### config.mk
export PLATFORM = sky130hd
export DESIGN_NAME = mfm_fault_manager
export DESIGN_NICKNAME = d
export VERILOG_FILES = /design/src/mfm_pkg.sv /design/src/mfm_stall_decode.sv /design/src/mfm_fault_manager.sv
export SDC_FILE = /design/constraint.sdc
export NUM_CORES = 1
export LEC_CHECK = 0
export BUFFER_PORTS_ARGS = -buffer_cell sky130_fd_sc_hd__buf_4
export CAP_MARGIN = 0
export CORE_UTILIZATION = 55
export CTS_CLUSTER_DIAMETER = 100
export DETAILED_ROUTE_END_ITERATION = 8
export PLACE_DENSITY_LB_ADDON = 0.1
export SETUP_SLACK_MARGIN = 0.3
export SLEW_MARGIN = 25
export SYNTH_ARGS = -nofsm -noshare
export SYNTH_HDL_FRONTEND = slang
export SYNTH_SLANG_ARGS = --single-unit
### constraint.sdc
create_clock -name ref_clk -period 2.58 [get_ports ref_clk]
set_clock_uncertainty 0.2 [all_clocks]
set_input_delay 0.516 -clock ref_clk [delete_from_list [all_inputs] [get_ports ref_clk]]
set_output_delay 0.516 -clock ref_clk [all_outputs]
set_load 0.1 [all_outputs]
### src/mfm_pkg.sv
// mfm_pkg: constants and types for the motor driver fault manager
// assumes a single 100 MHz clock; all timing counts derive from it
package mfm_pkg;

  localparam int unsigned CLK_MHZ       = 100;
  // reporting and clearing slack, in ms
  localparam int unsigned REPORT_LAG_MS = 200;
  localparam int unsigned CLEAR_LAG_MS  = 200;
  // retry delays in ms
  localparam int unsigned RETRY_MS      = 1;
  localparam int unsigned STALL_RETRY_MS = 10;
  // divider to a 1 ms tick
  localparam int unsigned MS_CYCLES     = CLK_MHZ * 1000;
  localparam int unsigned MS_CNT_W      = 17;
  localparam int unsigned RETRY_CNT_W   = 16;
  // report lag kept small: one ms tick, well under the allowed lag
  localparam int unsigned REPORT_LAG_TICKS = 1;

  // overcurrent selector codes
  localparam logic [1:0] OC_LATCH  = 2'h0;
  localparam logic [1:0] OC_RETRY  = 2'h1;
  localparam logic [1:0] OC_REPORT = 2'h2;

  // stage output states
  typedef enum logic [1:0] {
    MFM_STAGE_ACTIVE,
    MFM_STAGE_HIZ,
    MFM_STAGE_BRAKE_HI,
    MFM_STAGE_BRAKE_LO
  } mfm_stage_t;

  // fault class
  typedef enum logic [2:0] {
    MFM_CLS_NONE,
    MFM_CLS_REPORT,
    MFM_CLS_RETRY,
    MFM_CLS_LATCH
  } mfm_cls_t;

  // gate-drive flag positions
  localparam int unsigned GD_PUMP = 0;
  localparam int unsigned GD_OV   = 1;
  localparam int unsigned GD_OC   = 2;
  // control flag positions
  localparam int unsigned CF_STALL = 0;
  localparam int unsigned CF_HWLIM = 1;

endpackage

### src/mfm_stall_decode.sv
// mfm_stall_decode: maps a 4-bit stall response selector to an action
// assumes purely combinational use inside the fault manager
`timescale 1ns/1ps

module mfm_stall_decode
  import mfm_pkg::*;
(
  input  wire logic [3:0] sel,
  input  wire logic       hw_variant,
  output mfm_cls_t        cls,
  output mfm_stage_t      stage
);

  // decode class and stage response
  always_comb begin
    cls   = MFM_CLS_NONE;
    stage = MFM_STAGE_ACTIVE;
    if (sel[3]) begin
      if (sel == 4'h8) begin
        cls = MFM_CLS_REPORT;
      end
    end else if (hw_variant && sel[2:0] == 3'h1) begin
      cls = MFM_CLS_NONE; // unlisted hard-limit code does nothing
    end else begin
      cls = sel[2] ? MFM_CLS_RETRY : MFM_CLS_LATCH;
      unique case (sel[1:0])
        2'h2:    stage = MFM_STAGE_BRAKE_HI;
        2'h3:    stage = MFM_STAGE_BRAKE_LO;
        default: stage = MFM_STAGE_HIZ;
      endcase
    end
  end

endmodule

### src/mfm_fault_manager.sv
// mfm_fault_manager: classifies faults, steers the power stage, reports
// assumes synchronous single-cycle-clean fault levels from analog sensing
`timescale 1ns/1ps

module mfm_fault_manager
  import mfm_pkg::*;
(
  input  wire logic       ref_clk,
  input  wire logic       rstn,
  input  wire logic       supply_low_voltage,
  input  wire logic       rail_low_voltage,
  input  wire logic       regulator_overcurrent,
  input  wire logic       pump_low_voltage,
  input  wire logic       supply_overvoltage,
  input  wire logic       phase_overcurrent,
  input  wire logic       stall_fault,
  input  wire logic       hw_stall_current_threshold,
  input  wire logic       overvoltage_guard_on,
  input  wire logic [1:0] overcurrent_response_sel,
  input  wire logic [3:0] stall_response_sel,
  input  wire logic [3:0] hw_stall_limit_response_sel,
  input  wire logic       alarm_output_sel,
  input  wire logic       fault_clear_cmd,
  output mfm_stage_t      stage,
  output logic            core_enable,
  output logic            fault_out_low_pin,
  output logic            alarm_pin,
  output logic [2:0]      gate_fault_flags,
  output logic [1:0]      control_fault_flags
);

  import mfm_pkg::*;

  ////////////////////////////////////////////////////////////////////////
  // stall decoders

  mfm_cls_t   stall_cls;
  mfm_cls_t   hwlim_cls;
  mfm_stage_t stall_stage;
  mfm_stage_t hwlim_stage;

  mfm_stall_decode u_stall_dec (
    .sel        (stall_response_sel),
    .hw_variant (1'b0),
    .cls        (stall_cls),
    .stage      (stall_stage)
  );

  mfm_stall_decode u_hwlim_dec (
    .sel        (hw_stall_limit_response_sel),
    .hw_variant (1'b1),
    .cls        (hwlim_cls),
    .stage      (hwlim_stage)
  );

  ////////////////////////////////////////////////////////////////////////
  // ms tick divider

  logic [MS_CNT_W-1:0] ms_cnt;
  logic                ms_tick;

  // one-cycle pulse every millisecond
  always_ff @(posedge ref_clk or negedge rstn) begin
    if (!rstn) begin
      ms_cnt  <= '0;
      ms_tick <= 1'b0;
    end else if (ms_cnt == MS_CNT_W'(MS_CYCLES - 1)) begin
      ms_cnt  <= '0;
      ms_tick <= 1'b1;
    end else begin
      ms_cnt  <= ms_cnt + 1'b1;
      ms_tick <= 1'b0;
    end
  end

  ////////////////////////////////////////////////////////////////////////
  // present fault classification

  logic oc_act;
  logic oc_retry;
  logic oc_latch;
  logic oc_rep;
  logic ov_act;
  logic st_act;
  logic hw_act;
  logic st_latch;
  logic st_retry;
  logic hw_latch;
  logic hw_retry;
  logic core_off;

  // overcurrent and overvoltage qualification
  always_comb begin
    oc_latch = phase_overcurrent && overcurrent_response_sel == OC_LATCH;
    oc_retry = phase_overcurrent && overcurrent_response_sel == OC_RETRY;
    oc_rep   = phase_overcurrent && overcurrent_response_sel == OC_REPORT;
    oc_act   = oc_latch || oc_retry;
    ov_act   = supply_overvoltage && overvoltage_guard_on;
    st_act   = stall_fault && stall_cls != MFM_CLS_NONE;
    hw_act   = hw_stall_current_threshold && hwlim_cls != MFM_CLS_NONE;
    st_latch = st_act && stall_cls == MFM_CLS_LATCH;
    st_retry = st_act && stall_cls == MFM_CLS_RETRY;
    hw_latch = hw_act && hwlim_cls == MFM_CLS_LATCH;
    hw_retry = hw_act && hwlim_cls == MFM_CLS_RETRY;
    core_off = supply_low_voltage || rail_low_voltage
               || regulator_overcurrent;
  end

  ////////////////////////////////////////////////////////////////////////
  // latched fault state

  logic       latch_oc;
  logic       latch_st;
  logic       latch_hw;
  mfm_stage_t latch_stage;
  logic       any_latch;

  assign any_latch = latch_oc || latch_st || latch_hw;

  // latched faults hold until clear; a new event beats the clear
  always_ff @(posedge ref_clk or negedge rstn) begin
    if (!rstn) begin
      latch_oc    <= 1'b0;
      latch_st    <= 1'b0;
      latch_hw    <= 1'b0;
      latch_stage <= MFM_STAGE_ACTIVE;
    end else if (!core_off) begin
      latch_oc <= oc_latch || (latch_oc && !fault_clear_cmd);
      latch_st <= st_latch || (latch_st && !fault_clear_cmd);
      latch_hw <= hw_latch || (latch_hw && !fault_clear_cmd);
      if (oc_latch) begin
        latch_stage <= MFM_STAGE_HIZ;
      end else if (st_latch && !any_latch) begin
        latch_stage <= stall_stage;
      end else if (hw_latch && !any_latch) begin
        latch_stage <= hwlim_stage;
      end
    end
  end

  ////////////////////////////////////////////////////////////////////////
  // retry timers

  logic [RETRY_CNT_W-1:0] short_cnt;
  logic [RETRY_CNT_W-1:0] long_cnt;
  logic                   short_live;
  logic                   long_live;
  logic                   long_st;
  logic                   long_hw;
  mfm_stage_t             long_stage;

  // short retry: overcurrent restarts while present, counts after
  // one tick extra: the tick phase is free, so the hold never falls short
  always_ff @(posedge ref_clk or negedge rstn) begin
    if (!rstn) begin
      short_cnt <= '0;
    end else if (oc_retry) begin
      short_cnt <= RETRY_CNT_W'(RETRY_MS + 1);
    end else if (ms_tick && short_cnt != '0) begin
      short_cnt <= short_cnt - 1'b1;
    end
  end

  // long retry: stall faults with retry class
  always_ff @(posedge ref_clk or negedge rstn) begin
    if (!rstn) begin
      long_cnt   <= '0;
      long_stage <= MFM_STAGE_HIZ;
    end else if (st_retry || hw_retry) begin
      long_cnt   <= RETRY_CNT_W'(STALL_RETRY_MS + 1);
      long_stage <= st_retry ? stall_stage : hwlim_stage;
    end else if (ms_tick && long_cnt != '0) begin
      long_cnt <= long_cnt - 1'b1;
    end
  end

  assign short_live = short_cnt != '0;
  assign long_live  = long_cnt != '0;

  // remember which stall source runs the long retry, for its status flag
  always_ff @(posedge ref_clk or negedge rstn) begin
    if (!rstn) begin
      long_st <= 1'b0;
      long_hw <= 1'b0;
    end else begin
      long_st <= st_retry || (long_st && long_live);
      long_hw <= hw_retry || (long_hw && long_live);
    end
  end

  ////////////////////////////////////////////////////////////////////////
  // stage response by priority

  mfm_stage_t next_stage;

  // core off, then latched, then long retry, then short retry, then auto faults
  always_comb begin
    if (core_off) begin
      next_stage = MFM_STAGE_HIZ;
    end else if (any_latch) begin
      next_stage = latch_stage;
    end else if (long_live) begin
      next_stage = long_stage;
    end else if (short_live || pump_low_voltage || ov_act) begin
      next_stage = MFM_STAGE_HIZ;
    end else begin
      next_stage = MFM_STAGE_ACTIVE;
    end
  end

  // registered stage and core enable
  always_ff @(posedge ref_clk or negedge rstn) begin
    if (!rstn) begin
      stage       <= MFM_STAGE_HIZ;
      core_enable <= 1'b0;
    end else begin
      stage       <= next_stage;
      core_enable <= !core_off;
    end
  end

  ////////////////////////////////////////////////////////////////////////
  // status flags

  // gate-drive flags: sticky for latched, follow for auto faults
  always_ff @(posedge ref_clk or negedge rstn) begin
    if (!rstn) begin
      gate_fault_flags <= '0;
    end else if (core_off) begin
      gate_fault_flags <= '0;
    end else begin
      gate_fault_flags[GD_PUMP] <= pump_low_voltage;
      gate_fault_flags[GD_OV]   <= ov_act;
      gate_fault_flags[GD_OC]   <= oc_act || oc_rep || latch_oc
                                   || short_live;
    end
  end

  // controller flags for stall faults
  always_ff @(posedge ref_clk or negedge rstn) begin
    if (!rstn) begin
      control_fault_flags <= '0;
    end else if (core_off) begin
      control_fault_flags <= '0;
    end else begin
      control_fault_flags[CF_STALL] <= st_act || latch_st
                                       || (long_live && long_st);
      control_fault_flags[CF_HWLIM] <= hw_act || latch_hw
                                       || (long_live && long_hw);
    end
  end

  ////////////////////////////////////////////////////////////////////////
  // pins

  logic actionable;
  logic report_only;

  // classify what is pending for the pins
  always_comb begin
    actionable  = any_latch || long_live || short_live || oc_act
                  || pump_low_voltage || ov_act
                  || (st_act && stall_cls != MFM_CLS_REPORT)
                  || (hw_act && hwlim_cls != MFM_CLS_REPORT);
    report_only = oc_rep || (st_act && stall_cls == MFM_CLS_REPORT)
                  || (hw_act && hwlim_cls == MFM_CLS_REPORT);
  end

  // pins register on the same edge as the stage, well inside the lag bound
  always_ff @(posedge ref_clk or negedge rstn) begin
    if (!rstn) begin
      fault_out_low_pin <= 1'b1;
      alarm_pin         <= 1'b0;
    end else if (core_off) begin
      fault_out_low_pin <= 1'b1;
      alarm_pin         <= 1'b0;
    end else begin
      fault_out_low_pin <= !(actionable
                             || (report_only && !alarm_output_sel));
      alarm_pin <= alarm_output_sel
                   && (actionable || report_only);
    end
  end

endmodule

== Yosys cells after proc, flatten, opt, wreduce, memory -nomap -nowiden ==
Index checks and enable logic that the tools add are counted.

* Register bits: 69
* Latch bits: 0
* Memory bits (writable): 0
* Bits in read-only memories: 0
* Input bits: 23
* Logic and storage cells: 139
* Memories kept: 0

* Add/subtract/negate cells: 3
* Multipliers: 0
* Divide/modulo/power cells: 0
* Order comparisons: 0
* Equal/unequal tests: 18
* Shifts and indexed selects: 0
* Multiplexer cells: 30
* Bitwise gates (word level): 1
* Reduce and logical (&&, ||, !) cells: 70

{| class="wikitable"
|+ Operators by type and width
! cell !! count
|-
| 16-bit 2-to-1 mux || 4
|-
| 16-bit nonzero test || 2
|-
| 16-bit by 1-bit subtractor with 16-bit output, second input constant || 2
|-
| 1-bit logical OR || 31
|-
| 1-bit logical AND || 25
|-
| 2-bit 2-to-1 mux || 11
|-
| 17-bit by 1-bit adder with 17-bit output, second input constant || 1
|-
| 17-bit equality test, second input constant || 1
|-
| 17-bit 2-to-1 mux || 1
|-
| 3-bit by 2-bit equality test with 1-bit output, second input constant || 4
|-
| 3-bit 2-to-1 mux || 4
|-
| 2-bit equality test, second input constant || 5
|-
| 3-bit by 1-bit equality test with 1-bit output, second input constant || 3
|-
| 3-bit nonzero test || 3
|-
| 4-bit equality test, second input constant || 2
|-
| 1-bit 2-to-1 mux || 8
|-
| 2-bit case mux with 2 select lines || 2
|-
| 3-bit by 1-bit != test with 1-bit output, second input constant || 2
|-
| 1-bit logical NOT || 5
|-
| 2-bit nonzero test || 2
|-
| 2-bit by 1-bit equality test with 1-bit output, second input constant || 1
|-
| 2-bit logical NOT || 1
|-
| 2-bit AND reduction || 1
|-
| 1-bit inverter || 1
|}

== Depth between registers and ports, before layout ==
* Depth in word-level cells: 12
* Mapped depth: 7
* Mapped depth without buffers: 7

== Modules after synthesis ==
Synthesis repeated with hierarchy kept, for this count alone.

* Cells, all modules: 369
* Area, all modules: 3602.2 sq um

{| class="wikitable"
|+ By module, submodules not included
! module !! instances !! cells an instance !! area each (sq um) !! sequential area each (sq um)
|-
| mfm_fault_manager || 1 || 349 || 3462.1 || 1730.4
|-
| mfm_stall_decode || 2 || 10 || 70.1 || 0.0
|}

== Least setup slack after synthesis ==
OpenSTA, ideal clock, no wires.

* Path type: flip-flop to flip-flop
* From: register short_cnt[10]
* To: register short_cnt[1]
* Library setup time: 0.124 ns
* Arrival: 2.062 ns
* Data required time: 2.256 ns
* Path slack: 0.194 ns
* Stages on the path, launching flop included: 7
* Buffers on the path: 1
* Period minus slack after synthesis: 2.386 ns
* Path through: dfrtp_1 > or4_4 > or4b_4 > buf_6 > o21ai_4 > nor2_1 > a211o_1

* Cells in the longest elaborated chain, start to end: 3

{| class="wikitable"
|+ RTL lines
! what !! line !! text
|-
| from (decl) || mfm_fault_manager.sv:144 || <nowiki>logic [RETRY_CNT_W-1:0] short_cnt;</nowiki>
|-
| from (signal assigned) || mfm_fault_manager.sv:158 || <nowiki>short_cnt <= RETRY_CNT_W'(RETRY_MS + 1);</nowiki>
|-
| from (signal assigned) || mfm_fault_manager.sv:160 || <nowiki>short_cnt <= short_cnt - 1'b1;</nowiki>
|-
| 16-bit nonzero test || mfm_fault_manager.sv:159 || <nowiki>end else if (ms_tick && short_cnt != '0) begin</nowiki>
|-
| 1-bit logical AND || mfm_fault_manager.sv:159 ||
|-
| 2-bit nonzero test (no line) || n/a ||
|}

No other way between the ends.
A chain may end at the register's enable or synchronous reset.

== Worst setup path in the final report ==
* From: register short_cnt[11]
* To: register alarm_pin

* Cells in the longest elaborated chain, start to end: 10

{| class="wikitable"
|+ RTL lines
! what !! line !! text
|-
| 16-bit nonzero test || mfm_fault_manager.sv:177 || <nowiki>assign short_live = short_cnt != '0;</nowiki>
|-
| 1-bit logical OR (2 in series) || mfm_fault_manager.sv:261 || <nowiki>actionable = any_latch || long_live || short_live || oc_act</nowiki>
|-
| 1-bit logical OR (2 in series) || mfm_fault_manager.sv:262 || <nowiki>|| pump_low_voltage || ov_act</nowiki>
|-
| 1-bit logical OR || mfm_fault_manager.sv:263 || <nowiki>|| (st_act && stall_cls != MFM_CLS_REPORT)</nowiki>
|-
| 1-bit logical OR || mfm_fault_manager.sv:264 || <nowiki>|| (hw_act && hwlim_cls != MFM_CLS_REPORT);</nowiki>
|-
| 1-bit logical OR || mfm_fault_manager.sv:281 || <nowiki>&& (actionable || report_only);</nowiki>
|-
| 1-bit logical AND || mfm_fault_manager.sv:281 ||
|-
| 1-bit 2-to-1 mux || mfm_fault_manager.sv:274 || <nowiki>end else if (core_off) begin</nowiki>
|-
| to (signal assigned) || mfm_fault_manager.sv:280 || <nowiki>alarm_pin <= alarm_output_sel</nowiki>
|-
| to (decl) || mfm_fault_manager.sv:27 || <nowiki>output logic alarm_pin,</nowiki>
|}

No other way between the ends.

==> reports/summary.txt <==
Fillers = 468
Post-route ant nets = 0
CTS tree = yes
Die area = 0.006749 mm²
Routed vias = 2702
GRT Util Overall = 23.72%
Register bit total from synthesis = 69
Overall Power = 0.002123 W
Hold Path Depth = 2
Worst Path Max Fanout = 7
Max capacitance violation total = 0
Largest net degree at the start of global routing = 41
Distinct cells, synth = 59
GP Congestion = 0.8468
Drt first pass iters = 4
Post-synthesis instance total = 350
Post-synth ARST share = 100.0%
Final worst slack = 0.1919 ns
Final Hold Vio Count = 0
GRT overflow = 0
Final non-filler cell total = 487
Worst min-delay path endpoint = gate_fault_flags[0]
Reg2Reg Depth = 5
Mapped Area = 0.003533 mm²
WS Path Type = reg2reg
Critical Path Start Type = flop
Synth Area per Inst = 10.10 µm²
Worst min path class = in2reg
Port bufs = 32
HP Start = pump_low_voltage
Dpl cells = 459
Reg2Reg Setup Slack = 0.19 ns
Placeable Area = 0.006061 mm²
Static Leak = 1.978 nW
Reg2Reg Launch Point = short_cnt[11]
Total CTS buffers = 9
RSZ-0062 raised after global routing = yes
I/O pin count = 33
Peak Freq = 418.7 MHz
Mapped Nets = 378
Number of setup violations in the final report = 0
DP Wirelength = 4968 µm
CTS max path bufs = 2
# diodes = 0
Critical Path AT = 2.42 ns
Sequential share of the synthesized area = 48.97%
Post-route clock period utilization = 92.56%
Synth Flop Type = dfrtp_1
Slew Limit Fails = 0
Setup TNS Final = 0 ns
Final net count = 435
Total wire length = 7166 µm
Initial antenna violation count = 0
DR WL/cell = 14.71 µm
Vias in the first global route = 2576
Number of flops mapped to enable cells by yosys = 0
Root buf cell = clkbuf_8
Clk Latency, worst-skew pair = 0.35 ns
Number of placement rows = 28
Clock slew at reported path FFs = 0.07 ns
CP endpoint kind = flop
Slew headroom = 58.96%
H-tree Lvls = 3
Peak supply drop = 0.0003385 V
Global-route wire length before repair = 11940 µm
Tmin final = 2.388 ns
Slew @ Worst Pin = 0.6100 ns
# DRC = 0
CP Data Required Time = 2.62 ns
Number of synthesis warnings = 0
Pwr Density = 505.0 mW/mm²
DIE WIDTH = 82.15 µm
Layout area overhead = 18.94%
DR vias/cell = 5.548
Run status = complete, no violations
Clock sinks = 69
Initial Utilization = 58.30%
Pre-CTS setup slack = 0.1571 ns
Initial DRC count = 144
Reg-to-Reg End = alarm_pin
Layout cells sized above 1 = 22.33%
Chip height = 82.15 µm
## layout by cell type, fill, tap and decap left out, drive strengths merged, types with 3 or more instances in the layout
cell     count
a21oi       14
a31oi        3
and2         4
and3         8
buf         53
clkbuf      13
clkinv       3
dfrtp       66
dfstp        3
ha           5
inv         11
mux2i        4
nand2       30
nand2b       4
nand3       18
nor2        47
nor2b        6
nor3        11
nor3b        3
nor4         9
nor4b        6
o2111ai      3
o211ai       4
o21ai       10
or3          9
or4          5
xnor2       19
xor2        20
## cell usage after synthesis (2+ instances only)
cell	count	area, µm²
a21oi_1	14	70.07
a22o_1	2	17.52
a31oi_1	3	18.77
and2_1	3	18.77
and3_1	8	50.05
clkbuf_1	4	15.01
dfrtp_1	66	1652
dfstp_2	3	78.83
ha_1	5	62.56
inv_1	11	41.29
mux2i_1	4	40.04
nand2_1	30	112.6
nand2b_1	4	25.02
nand3_1	17	85.08
nand3b_1	2	15.01
nand4_1	2	12.51
nand4bb_1	2	22.52
nor2_1	46	172.7
nor2b_1	6	37.54
nor3_1	10	50.05
nor3b_1	3	22.52
nor4_1	7	43.79
nor4b_1	5	43.79
o2111ai_1	2	17.52
o211ai_1	2	15.01
o211ai_2	2	25.02
o21ai_0	8	40.04
or3_1	8	50.05
or4_1	3	22.52
or4_4	2	22.52
xnor2_1	19	166.4
xor2_1	20	175.2
## flip-flops by register name, summed over array words and instances (netlist names)
register	flops
alarm_pin	1
control_fault_flags	2
core_enable	1
fault_out_low_pin	1
gate_fault_flags	3
latch_hw	1
latch_oc	1
latch_st	1
latch_stage	2
long_cnt	16
long_hw	1
long_st	1
long_stage	2
ms_cnt	17
ms_tick	1
short_cnt	16
stage	2
## worst max-delay path, stage by stage (launching register included)
cell     delay, ns
dfrtp_1       0.39
or4_4         0.54
or4b_4        0.62
nor2_4        0.15
nand3_1       0.14
o211a_1       0.24
## repair_timing
item                                   4_1_cts  5_1_grt
gates resized for setup                      4        7
endpoints found under the hold margin       39        0
hold buffers                                 1        0
pin swaps                                    8        8
buffers inserted                             7        4
setup endpoints to repair                   18       18
## logic make-up after synthesis
group / count (synthesis) / synth area share [%]
AOI/OAI and AO/OA: 43 / 8.640
xor gates and xnor gates: 39 / 9.667
adders and majority gates: 5 / 1.771
buffers and inverters: 19 / 2.726
DFF: 69 / 48.97
muxes: 4 / 1.133
and+or+nand+nor: 171 / 27.09
## power by group
group	switching [W]	internal, W	total, W
clock	0.000398	0.000371	0.000769
combinational	0.000138	0.0000815	0.000220
sequential	0.0000197	0.00111	0.00113
total	0.000556	0.00157	0.00212
## metrics by stage
stage	hold WS (ns)	instance area, µm²	utilization, %
after floorplan	0.02041	3533	-
after global placement	0.2455	3900	64.35
after detailed placement	0.2538	3900	64.35
after CTS	0.1866	4153	68.52
after global routing	0.1779	4203	69.34
final	0.1851	4203	69.34
## worst max-delay path by stage
stage                       start            to  slack (ns)  cells after the start
global route        short_cnt[11]     alarm_pin        0.14                      5
CTS                 short_cnt[11]  short_cnt[1]        0.18                      5
floorplan           short_cnt[11]  short_cnt[1]        0.23                      6
finish              short_cnt[11]     alarm_pin        0.19                      5
global placement    short_cnt[11]     alarm_pin        0.21                      5
detailed placement    long_cnt[0]   long_cnt[0]        0.16                      7
## final cells by class
| type | count | area [µm²] | area share, % |
|---|---|---|---|
| Timing Repair Buffer | 54 | 427.9 | 10.18 |
| Inverter | 11 | 41.29 | 0.9824 |
| Clock inverter | 3 | 15.01 | 0.3572 |
| Clock buffer | 13 | 148.9 | 3.543 |
| Multi-Input combinational cell | 262 | 1745 | 41.53 |
| Tap cell | 75 | 93.84 | 2.233 |
| Sequential cell | 69 | 1730 | 41.17 |
## routing by layer
| metal | up-vias | global-route usage [%] | share of wire [%] |
|---|---|---|---|
| li1 | 1342 | - | - |
| met1 | 1300 | 32.21 | 46 |
| met2 | 47 | 36.78 | 49 |
| met3 | 13 | 4.505 | 3.3 |
| met4 | 0 | 10.88 | 1.7 |
| met5 | - | 0 | 0 |
(Power assumes the default switching activity.)
